==> src/sram_host_pkg.sv <==
// Function
// - Write strobe high selects read, low write.
// - Select-started read: address settles within 5ns.
// - Write spans later falling to first rising edge.
// - Address stable for whole write cycle.
// - Select-started write: address within 5ns.
// - Select low 45/65 ns before write end.
// - Write data valid 25/30 ns before end.
// - Write data held 5 ns after end.
// - Address valid 40/60 ns before write end.
// - Address held 5 ns after write end.
// - Address changes only with select or strobe high.
package sram_host_pkg;
  localparam int ADDR_W = 12;
  localparam int DATA_W = 4;
  localparam int CNT_W = 3;
  localparam int T_CLK_NS = 40;
  localparam int T_PWRUP_NS = 2000000;
  localparam int PWRUP_CYC = T_PWRUP_NS / T_CLK_NS;
  localparam int T_WP_F_NS = 45;
  localparam int T_WP_S_NS = 65;
  localparam int T_CW_F_NS = 45;
  localparam int T_CW_S_NS = 65;
  localparam int T_DW_F_NS = 25;
  localparam int T_DW_S_NS = 30;
  localparam int T_AW_F_NS = 40;
  localparam int T_AW_S_NS = 60;
  localparam int T_DH_NS = 5;
  localparam int T_AH_NS = 5;
  localparam int T_WZ_F_NS = 25;
  localparam int T_WZ_S_NS = 30;
  localparam int T_AA_F_NS = 55;
  localparam int T_AA_S_NS = 70;

  function automatic int cyc_min(input int ns);
    int c;
    c = (ns + T_CLK_NS - 1) / T_CLK_NS;
    return (c < 1) ? 1 : c;
  endfunction : cyc_min

  function automatic int max2(input int a, input int b);
    return (a > b) ? a : b;
  endfunction : max2

  localparam int PULSE_F = max2(max2(cyc_min(T_WP_F_NS), cyc_min(T_CW_F_NS)),
    max2(cyc_min(T_AW_F_NS), cyc_min(T_WZ_F_NS) + cyc_min(T_DW_F_NS)));
  localparam int PULSE_S = max2(max2(cyc_min(T_WP_S_NS), cyc_min(T_CW_S_NS)),
    max2(cyc_min(T_AW_S_NS), cyc_min(T_WZ_S_NS) + cyc_min(T_DW_S_NS)));
  localparam logic [CNT_W-1:0] PULSE_F_C = CNT_W'(PULSE_F);
  localparam logic [CNT_W-1:0] PULSE_S_C = CNT_W'(PULSE_S);
  localparam logic [CNT_W-1:0] WZ_F_C = CNT_W'(cyc_min(T_WZ_F_NS));
  localparam logic [CNT_W-1:0] WZ_S_C = CNT_W'(cyc_min(T_WZ_S_NS));
  localparam logic [CNT_W-1:0] AA_F_C = CNT_W'(cyc_min(T_AA_F_NS));
  localparam logic [CNT_W-1:0] AA_S_C = CNT_W'(cyc_min(T_AA_S_NS));
  localparam logic [CNT_W-1:0] HOLD_C = CNT_W'(max2(cyc_min(T_DH_NS), cyc_min(T_AH_NS)));
  localparam logic [CNT_W-1:0] ONE_C = 3'h1;

  typedef enum logic [2:0] {
    ST_PWRUP = 3'h0,
    ST_IDLE = 3'h1,
    ST_READ = 3'h2,
    ST_WSET = 3'h3,
    ST_WPULSE = 3'h4,
    ST_WHOLD = 3'h5
  } host_state_e;

  typedef struct packed {
    logic write;
    logic sel_term;
    logic [ADDR_W-1:0] addr;
    logic [DATA_W-1:0] wdata;
  } mem_req_s;

  typedef struct packed {
    logic cs_n;
    logic we_n;
    logic [ADDR_W-1:0] addr;
    logic [DATA_W-1:0] dq_out;
    logic dq_oe;
  } sram_pins_s;

  typedef struct packed {
    host_state_e st;
    logic sel_term;
    sram_pins_s pins;
    logic [DATA_W-1:0] rdata;
    logic rsp_valid;
  } host_s;

  localparam sram_pins_s PINS_IDLE = '{cs_n: 1'h1, we_n: 1'h1, addr: 12'h000,
    dq_out: 4'h0, dq_oe: 1'h0};
  localparam host_s HOST_RESET = '{st: ST_PWRUP, sel_term: 1'h0, pins: PINS_IDLE,
    rdata: 4'h0, rsp_valid: 1'h0};
endpackage : sram_host_pkg

==> src/sram_host.sv <==
`timescale 1ns/1ps
module sram_host #(
  parameter int PWRUP_CYCLES = sram_host_pkg::PWRUP_CYC
) (
  input logic ref_clk,
  input logic nrst,
  input logic slow_grade,
  input logic req_valid,
  input sram_host_pkg::mem_req_s req,
  output logic req_ready,
  output logic rsp_valid,
  output logic [sram_host_pkg::DATA_W-1:0] rsp_rdata,
  output sram_host_pkg::sram_pins_s sram_out,
  input logic [sram_host_pkg::DATA_W-1:0] sram_dq_in
);
  import sram_host_pkg::*;

  host_s s_reg;
  host_s s_next;
  logic pwr_done;
  logic tmr_load;
  logic [CNT_W-1:0] tmr_val;
  logic [CNT_W-1:0] tmr_cnt;
  logic tmr_done;
  logic [CNT_W-1:0] pulse_cyc;
  logic [CNT_W-1:0] wz_cyc;
  logic [CNT_W-1:0] aa_cyc;

  pwrup_wait #(
    .PWRUP_CYCLES(PWRUP_CYCLES)
  ) u_pwr (
    .ref_clk(ref_clk),
    .nrst(nrst),
    .done(pwr_done)
  );

  cycle_timer u_tmr (
    .ref_clk(ref_clk),
    .nrst(nrst),
    .load(tmr_load),
    .load_val(tmr_val),
    .cnt(tmr_cnt),
    .done(tmr_done)
  );

  // The grade strap is expected to be static; changing it mid-cycle only affects later phases.
  assign pulse_cyc = slow_grade ? PULSE_S_C : PULSE_F_C;
  assign wz_cyc = slow_grade ? WZ_S_C : WZ_F_C;
  assign aa_cyc = slow_grade ? AA_S_C : AA_F_C;

  always_comb begin
    s_next = s_reg;
    s_next.rsp_valid = 1'h0;
    tmr_load = 1'h0;
    tmr_val = '0;
    case (s_reg.st)
      ST_PWRUP: begin
        s_next.pins = PINS_IDLE;
        if (pwr_done) begin
          s_next.st = ST_IDLE;
        end
      end
      ST_IDLE: begin
        s_next.pins.dq_oe = 1'h0;
        s_next.pins.we_n = 1'h1;
        if (req_valid) begin
          // Address moves only while the strobe is high.
          s_next.pins.addr = req.addr;
          s_next.pins.dq_out = req.wdata;
          s_next.sel_term = req.sel_term;
          if (req.write) begin
            s_next.pins.cs_n = 1'h1;
            s_next.st = ST_WSET;
          end else begin
            // Select stays low across reads, so the next read costs only the access time.
            s_next.pins.cs_n = 1'h0;
            tmr_load = 1'h1;
            tmr_val = aa_cyc - ONE_C;
            s_next.st = ST_READ;
          end
        end else begin
          s_next.pins.cs_n = 1'h1;
        end
      end
      ST_READ: begin
        if (tmr_done) begin
          s_next.rdata = sram_dq_in;
          s_next.rsp_valid = 1'h1;
          s_next.st = ST_IDLE;
        end
      end
      ST_WSET: begin
        // Both fall together onto an address that settled a cycle earlier.
        s_next.pins.cs_n = 1'h0;
        s_next.pins.we_n = 1'h0;
        tmr_load = 1'h1;
        tmr_val = pulse_cyc - ONE_C;
        s_next.st = ST_WPULSE;
      end
      ST_WPULSE: begin
        // Our driver waits for the device to float first, avoiding a clash.
        if (tmr_cnt <= pulse_cyc - wz_cyc) begin
          s_next.pins.dq_oe = 1'h1;
        end
        if (tmr_done) begin
          s_next.pins.dq_oe = 1'h1;
          if (s_reg.sel_term) begin
            s_next.pins.cs_n = 1'h1;
          end else begin
            s_next.pins.we_n = 1'h1;
          end
          tmr_load = 1'h1;
          tmr_val = HOLD_C - ONE_C;
          s_next.st = ST_WHOLD;
        end
      end
      ST_WHOLD: begin
        // Data and address stay put through the hold cycle.
        if (tmr_done) begin
          s_next.pins.cs_n = 1'h1;
          s_next.pins.we_n = 1'h1;
          s_next.pins.dq_oe = 1'h0;
          s_next.st = ST_IDLE;
        end
      end
      default: begin
        s_next = HOST_RESET;
      end
    endcase
  end

  always_ff @(posedge ref_clk) begin
    if (!nrst) begin
      s_reg <= HOST_RESET;
    end else begin
      s_reg <= s_next;
    end
  end

  assign req_ready = (s_reg.st == ST_IDLE);
  assign rsp_valid = s_reg.rsp_valid;
  assign rsp_rdata = s_reg.rdata;
  assign sram_out = s_reg.pins;
endmodule : sram_host

==> src/cycle_timer.sv <==
`timescale 1ns/1ps
module cycle_timer (
  input logic ref_clk,
  input logic nrst,
  input logic load,
  input logic [sram_host_pkg::CNT_W-1:0] load_val,
  output logic [sram_host_pkg::CNT_W-1:0] cnt,
  output logic done
);
  import sram_host_pkg::*;

  typedef struct packed {
    logic [CNT_W-1:0] cnt;
  } timer_s;

  timer_s t_reg;
  timer_s t_next;

  always_comb begin
    t_next = t_reg;
    if (load) begin
      t_next.cnt = load_val;
    end else if (t_reg.cnt != '0) begin
      t_next.cnt = t_reg.cnt - ONE_C;
    end
  end

  always_ff @(posedge ref_clk) begin
    if (!nrst) begin
      t_reg <= '0;
    end else begin
      t_reg <= t_next;
    end
  end

  assign cnt = t_reg.cnt;
  assign done = (t_reg.cnt == '0);
endmodule : cycle_timer

==> src/pwrup_wait.sv <==
`timescale 1ns/1ps
module pwrup_wait #(
  parameter int PWRUP_CYCLES = sram_host_pkg::PWRUP_CYC
) (
  input logic ref_clk,
  input logic nrst,
  output logic done
);
  import sram_host_pkg::*;

  localparam int CW = $clog2(PWRUP_CYCLES + 1);
  localparam logic [CW-1:0] LAST = CW'(PWRUP_CYCLES - 1);

  typedef struct packed {
    logic [CW-1:0] cnt;
    logic done;
  } pwr_s;

  pwr_s p_reg;
  pwr_s p_next;

  // The counter starts at reset release, so a board reset after power-up costs one more wait.
  always_comb begin
    p_next = p_reg;
    if (!p_reg.done) begin
      if (p_reg.cnt == LAST) begin
        p_next.done = 1'h1;
      end else begin
        p_next.cnt = p_reg.cnt + CW'(1);
      end
    end
  end

  always_ff @(posedge ref_clk) begin
    if (!nrst) begin
      p_reg <= '0;
    end else begin
      p_reg <= p_next;
    end
  end

  assign done = p_reg.done;
endmodule : pwrup_wait

==> config.mk <==
export PLATFORM = sky130hd
export DESIGN_NAME = sram_host
export DESIGN_NICKNAME = d
export VERILOG_FILES = /design/src/sram_host_pkg.sv /design/src/sram_host.sv /design/src/cycle_timer.sv /design/src/pwrup_wait.sv
export SDC_FILE = /design/constraint.sdc
export NUM_CORES = 1
export LEC_CHECK = 0
export BUFFER_PORTS_ARGS = -buffer_cell sky130_fd_sc_hd__buf_4
export CORE_MARGIN = 4
export CORE_UTILIZATION = 59
export DETAILED_ROUTE_END_ITERATION = 8
export HOLD_SLACK_MARGIN = 0.12
export PLACE_DENSITY_LB_ADDON = 0.08
export SKIP_CTS_REPAIR_TIMING = 1
export SLEW_MARGIN = 20
export SYNTH_ARGS = -nofsm -noshare
export SYNTH_HDL_FRONTEND = slang
export SYNTH_HIERARCHICAL = 1
export SYNTH_SLANG_ARGS = --single-unit
==> constraint.sdc <==
create_clock -name ref_clk -period 3.78 [get_ports ref_clk]
set_input_delay 0.567 -clock ref_clk [delete_from_list [all_inputs] [get_ports ref_clk]]
set_output_delay 0.567 -clock ref_clk [all_outputs]
set_load 0.02 [all_outputs]
==> metrics, run 1 <==
outcome completed; critical path's top delay family flip-flops; gpl congestion a little under 0.9; Flop pwr share 0.498; GR Util All Layers 0.1985; Combinational Power Share 0.150; max reg flops 19; Area contributors post-synth dfxtp_1 38%, buf_4 7.9%, o211ai_1 5.6%; Crit. End Element primary output; Congestion Overflow GR 0; crit-path max cell delay about 0.66 ns; post-route cell area about 2800 um2; share of cells above drive strength 1 0.2071; fraction of registers with async set/reset 0; TritonCTS clock tree yes; Antenna Nets Post-Route 0; RSZ-0062 raised after global routing no; Detailed Route WL roughly 5.3 mm; Max Clock Freq approximately 0.45 GHz; drt first-iter violations around 120; Root Driver clkbuf_8; Mapped Area between 2000 and 3000 um2; Critical Path AT 1.64 ns; CP Cell Sequence nor3b_4, buf_4, buf_4; VDD IR-drop max between 0.2 and 0.3 mV; Slew HR 0.2571; Worst EP required about 3.2 ns; row cnt 23; cell-internal power 0.7956 mW; top-area cell type share of the netlist area 0.3756; Synth cell types between 50 and 60; crit path buf inv count 2; post-DP HPWL between 3 and 4 mm; clk slew on worst S/H paths about 0.080 ns; final worst-path setup slack around 1.6 ns; final layout net count roughly 340; EDFF count, synth 0; leading cell types in the layout, fill and taps excluded 50 x buf_4, 48 x dfxtp_1, 24 x a21oi_1; leakage about 1.1 nW; largest net degree at the start of global routing 25; vias roughly 2100; Vias/cell between 5 and 6; CP Class reg2out; synth-to-layout area growth 9.487%; Tcrit/Tclk final 0.5841; die area 5455 um2; routed len/inst 14.66 um; final routed DRC violation total 0; pre-CTS setup slack around 1.7 ns; max cap viols 0; post-synthesis sequential area ratio 0.3756; top cell type by total area after synthesis dfxtp_1; Startpoint Class register; commonest non-fill, non-tap cell in the layout buf_4; Num CTS Buffers 5; fin. max-slew vios 0; Tmin final roughly 2.2 ns; vias in the first global route roughly 1900; Worst-Skew Late Latency approximately 0.3 ns; Yosys Warn Count 6; initial core utilization 0.6261; setup TNS 0 ns; Post-DP Area around 2700 um2; H-tree levels 2; Mapped Cells 294; worst hold path class reg2reg; critical-path cell with the highest stage delay dfxtp_1; initial antenna violation count 0; switching portion of total power 0.2634; I/O pins 51; Slew @ Worst Pin ~1.1 ns; PortBufs ~50; fin util 0.6855; clock power share 0.352; #FFs+latches synth 48; n_diodes 0; Net Sw Power between 0.2 and 0.3 mW; global-route wire length before repair approximately 8.6 mm; clock buffer depth 2; ys flop type dfxtp_1; Mean Syn Cell Area 8.703 um2; Pre-Repair DR Iteration Count 4; Cell Pwr Density 385.6 nW/um2; Die Y between 70 and 80 um; critical path peak fanout 18; clock skew 0.01122 ns; Clock Sinks 48; die width ~74 um; final setup fails 0; core area ~4100 um2; Crit path top cell by count buf_4; final hold violations 0
-- layer usage --
layer  wire, um  vias to the layer above  track usage  part of all wire
li1           -                     1067            -                 -
met1       2416                     1001       0.2531              0.46
met2       2460                       65       0.3376              0.47
met3        342                        4      0.04925             0.065
met4         44                        0      0.04225            0.0084
met5          0                        -            0                 0
-- worst min-delay path, delay by kind of cell (launching register included) --
kind,cells,cell delay [ns]
AND/OR/NAND/NOR,1,0.06
flip-flops,1,0.33
AO/OA/AOI/OAI,1,0.05
-- path summary, 6_finish.rpt --
| path | endpoint | slack (ns) | start | depth (start not counted) |
|---|---|---|---|---|
| worst max register to register | u_tmr/cnt[0]$_SDFFE_PN0P_ | 1.65 | u_tmr/cnt[0]$_SDFFE_PN0P_ | 8 |
| worst max-delay path | req_ready | 1.57 | s_reg[25]$_SDFFE_PN0P_ | 3 |
| worst min register to register | sram_out[0]$_SDFFE_PN0P_ | 0.48 | sram_out[0]$_SDFFE_PN0P_ | 2 |
| worst min-delay path | sram_out[0]$_SDFFE_PN0P_ | 0.48 | sram_out[0]$_SDFFE_PN0P_ | 2 |
-- layout make-up --
| class | instances | area, um2 |
|---|---|---|
| clock buffers | 5 | 68.82 |
| clock inverters | 3 | 47.55 |
| fillers | 353 | 1285 |
| inverters | 11 | 41.29 |
| multi-input cells | 192 | 1245 |
| flip-flops and latches | 48 | 960.9 |
| well taps | 50 | 62.56 |
| repair buffers | 50 | 375.4 |
-- synth_stat cells (3+ instances only) --
| master | number |
|---|---|
| ha_1 | 3 |
| dfxtp_1 | 48 |
| a31oi_1 | 3 |
| o211ai_1 | 19 |
| o21ai_0 | 5 |
| o31ai_1 | 3 |
| nor2b_1 | 8 |
| clkbuf_1 | 4 |
| nand3_1 | 8 |
| o22ai_1 | 3 |
| nand2b_1 | 6 |
| and4b_1 | 3 |
| nor3_1 | 3 |
| buf_6 | 5 |
| inv_1 | 11 |
| buf_4 | 27 |
| a21oi_1 | 24 |
| nand4_1 | 22 |
| xor2_1 | 6 |
| nand2_1 | 17 |
| nor2_1 | 14 |
| buf_2 | 4 |
| or4_1 | 3 |
-- power by group through the flow --
stage	sequential (mW)	clock (mW)	combinational [mW]
finish	0.538	0.380	0.162
global route	0.541	0.412	0.181
CTS	0.538	0.387	0.163
detailed placement	0.550	0	0.162
global placement	0.549	0	0.159
floorplan	0.546	0	0.116
-- per-stage QoR --
stage,hold slack [ns],power [mW],instances
after floorplan,0.4407,0.6614,295
after global placement,0.4565,0.7087,351
after detailed placement,0.4604,0.7114,351
after CTS,0.4769,1.088,359
after global routing,0.5080,1.134,359
final,0.4782,1.080,359
-- kinds of logic (layout without fill, tap and decap cells) --
group | Yosys count | count (layout) | synth area share
other | 1 | 2 | 0.001466
AOI/OAI and AO/OA | 71 | 71 | 0.1863
adders and majority gates | 3 | 3 | 0.01467
buffers and inverters | 55 | 69 | 0.1394
DFF | 48 | 48 | 0.3755
xor gates and xnor gates | 8 | 8 | 0.02738
and+or+nand+nor | 106 | 106 | 0.2474
muxes | 2 | 2 | 0.007824
Power figures use the tool's default switching activity.
==> inputs of run 2 (changes only) <==
--- a/config.mk
+++ b/config.mk
@@ -5,9 +5,10 @@
 export SDC_FILE = /design/constraint.sdc
 export NUM_CORES = 1
 export LEC_CHECK = 0
+export ABC_AREA = 1
 export BUFFER_PORTS_ARGS = -buffer_cell sky130_fd_sc_hd__buf_4
 export CORE_MARGIN = 4
-export CORE_UTILIZATION = 59
+export CORE_UTILIZATION = 55
 export DETAILED_ROUTE_END_ITERATION = 8
 export HOLD_SLACK_MARGIN = 0.12
 export PLACE_DENSITY_LB_ADDON = 0.08
==> constraint.sdc (replaced) <==
create_clock -name ref_clk -period 2.1 [get_ports ref_clk]
set_input_delay 0.315 -clock ref_clk [delete_from_list [all_inputs] [get_ports ref_clk]]
set_output_delay 0.315 -clock ref_clk [all_outputs]
set_load 0.02 [all_outputs]
==> run 2 against run 1 <==
Against the previous run:
- critical path depth increased by 9
- non-clock buffer count rose by 2
- core utilization decreased by 4.9 points
==> metrics, run 2 <==
final setup fails 0 (unchanged); CP Class reg2reg (was reg2out); clk slew on worst S/H paths 0.08 ns (about the same); commonest non-fill, non-tap cell in the layout nand2_1 (was buf_4); Num CTS Buffers 5 (unchanged); Post-DP Area 2907 um2 (was 2685 um2); pre-CTS setup slack 0.3087 ns (was 1.672 ns); RSZ-0062 raised after global routing no (unchanged); initial antenna violation count 0 (unchanged); TritonCTS clock tree yes (unchanged); Yosys Warn Count 6 (unchanged); Worst EP required 2.29 ns (was 3.21 ns); max reg flops 19 (unchanged); Crit. End Element register (was primary output); Flop pwr share 0.399 (was 0.498); hold path start sram_dq_in[1] (was sram_out[0]$_SDFFE_PN0P_); ys flop type dfxtp_1 (unchanged); clock buffer depth 2 (unchanged); final layout net count 433 (was 337); vias 2312 (was 2137); R2R setup slack 0.28 ns (was 1.65 ns); Worst-Skew Late Latency 0.29 ns (was 0.30 ns); Root Driver clkbuf_8 (unchanged); GR Util All Layers 0.1729 (was 0.1985); Tmin final around 1.8 ns; die area 6056 um2 (was 5455 um2); Combinational Power Share 0.374 (was 0.150); placed cell count 464 (was 351); Synth cell types 30 (was 56); final routed DRC violation total 0 (unchanged); Startpoint Class register (unchanged); Mapped Cells 375 (was 294); Clock Sinks 48 (unchanged); Max Clock Freq between 0.5 and 0.6 GHz; Mapped Area 2681 um2 (was 2559 um2); row cnt 25 (was 23); Cell Pwr Density 924.7 nW/um2 (was 385.6 nW/um2); fin util 0.6363 (was 0.6855); Hold Slack 0.2154 ns (was 0.4782 ns); post-synthesis sequential area ratio 0.3584 (was 0.3756); critical path peak fanout 6 (was 18); initial core utilization 0.5677 (was 0.6261); Vias/cell 4.919 (was 5.953); routed len/inst 11.00 um (was 14.66 um); PortBufs 49 (unchanged); switching portion of total power 0.3744 (was 0.2634); Worst Setup SP u_tmr/cnt[1]$_SDFFE_PN0P_ (was s_reg[25]$_SDFFE_PN0P_); FF-to-FF path depth 12 (was 8); Pre-Repair DR Iteration Count 4 (unchanged); H-tree levels 2 (unchanged); post-DP HPWL 3.799 mm (was 3.623 mm); vias in the first global route 2024 (was 1898); n_diodes 0 (unchanged); core area 4723 um2 (was 4086 um2); cell-internal power 1.739 mW (was 0.7956 mW); gpl congestion 0.8424 (was 0.8752); fraction of registers with async set/reset 0 (unchanged); RR Endpoint u_tmr/cnt[1]$_SDFFE_PN0P_ (was u_tmr/cnt[0]$_SDFFE_PN0P_); final worst-path setup slack 0.2836 ns (was 1.572 ns); Mean Syn Cell Area 7.150 um2 (was 8.703 um2); Tcrit/Tclk final 0.8650; share of cells above drive strength 1 0.2481 (was 0.2071); VDD IR-drop max 0.4199 mV (was 0.2926 mV); non-filler instance count after layout 470 (was 359); setup TNS 0 ns (unchanged); Area contributors post-synth dfxtp_1 36%, nand2_1 12%, buf_4 6.4% (was dfxtp_1 38%, buf_4 7.9%, o211ai_1 5.6%); global-route wire length before repair 8.638 mm (was 8.618 mm); leading cell types in the layout, fill and taps excluded 88 x nand2_1, 52 x buf_4, 48 x dfxtp_1 (was 50 x buf_4, 48 x dfxtp_1, 24 x a21oi_1); Net Sw Power 1.040 mW (was 0.2845 mW); Post-synth top cells 88 x nand2_1, 48 x dfxtp_1, 44 x nor2_1 (was 48 x dfxtp_1, 27 x buf_4, 24 x a21oi_1); fin. max-slew vios 0 (unchanged); largest net degree at the start of global routing 24 (was 25); outcome completed (unchanged); Antenna Nets Post-Route 0 (unchanged); I/O pins 51 (unchanged); synth-to-layout area growth 12.09% (was 9.487%); Final Power 2.779 mW (was 1.080 mW); Congestion Overflow GR 0 (unchanged); Critical Path Sink u_tmr/cnt[1]$_SDFFE_PN0P_ (was req_ready); worst hold path class in2reg (was reg2reg); clock power share 0.227 (was 0.352); die width 77.82 um (was 73.86 um); Die Y 77.82 um (was 73.86 um); final hold violations 0 (unchanged); Reg2Reg Launch Point u_tmr/cnt[1]$_SDFFE_PN0P_ (was u_tmr/cnt[0]$_SDFFE_PN0P_); EDFF count, synth 0 (unchanged); top cell type by total area after synthesis dfxtp_1 (unchanged); Critical Path AT 2.01 ns (was 1.64 ns); top-area cell type share of the netlist area 0.3584 (was 0.3756); most frequent cell after synthesis nand2_1 (was dfxtp_1); #FFs+latches synth 48 (unchanged); Detailed Route WL 5.168 mm (was 5.262 mm); clock skew 0.006976 ns (was 0.01122 ns); drt first-iter violations 67 (was 119); max cap viols 0 (unchanged); leakage 1.301 nW (was 1.070 nW); post-route cell area 3005 um2 (was 2801 um2)
## run 2: worst max-delay path: stages, from the launching register on
cell     delay (ns)
dfxtp_1        0.33
inv_1          0.08
ha_1           0.20
inv_1          0.05
nor2_1         0.20
inv_1          0.13
o21ai_0        0.23
buf_4          0.18
inv_2          0.05
nand3_2        0.09
inv_1          0.04
nor2_1         0.08
nor2_1         0.05
## run 2: area by class of cell
cell class | instances | area (um2)
flip-flops and latches | 48 | 960.9
inverters | 43 | 168.9
fillers | 454 | 1718
well taps | 67 | 83.83
clock buffers | 5 | 68.82
repair buffers | 52 | 390.4
clock inverters | 1 | 30.03
multi-input cells | 254 | 1303
## run 2: logic make-up after synthesis
family / count (synthesis) / share of synthesized area
AND/OR/NAND/NOR: 195 / 0.3504
buffers and inverters: 74 / 0.1573
AO/OA/AOI/OAI: 51 / 0.1087
flip-flops: 48 / 0.3584
XOR/XNOR: 3 / 0.009801
adder cells (fa/ha/maj): 3 / 0.01400
other: 1 / 0.001399
## run 2: power groups by stage
stage          sequential (mW)  combinational (mW)  clock, mW
6_report                  1.11                1.04      0.630
5_1_grt                   1.13                1.16      0.692
4_1_cts                   1.11                1.05      0.650
3_5_place_dp              1.13                1.05          0
3_3_place_gp              1.13                1.04          0
2_1_floorplan             1.09               0.977          0
## run 2: how the worst min path moves through the flow
stage / slack [ns] / cells past startpoint / end
after detailed placement: 0.46 / 2 / rsp_rdata[3]$_SDFFE_PN0P_
after CTS: 0.21 / 3 / rsp_rdata[1]$_SDFFE_PN0P_
after global routing: 0.22 / 3 / rsp_rdata[1]$_SDFFE_PN0P_
final: 0.22 / 3 / rsp_rdata[1]$_SDFFE_PN0P_
after floorplan: 0.43 / 2 / rsp_rdata[0]$_SDFFE_PN0P_
after global placement: 0.45 / 2 / rsp_rdata[3]$_SDFFE_PN0P_
## run 2: routing by layer
layer	part of all wire	track usage	wire, um
met5	0	0	0
met4	0.010	0.05338	52
met3	0.045	0.03364	233
met2	0.48	0.2979	2472
met1	0.47	0.2161	2410
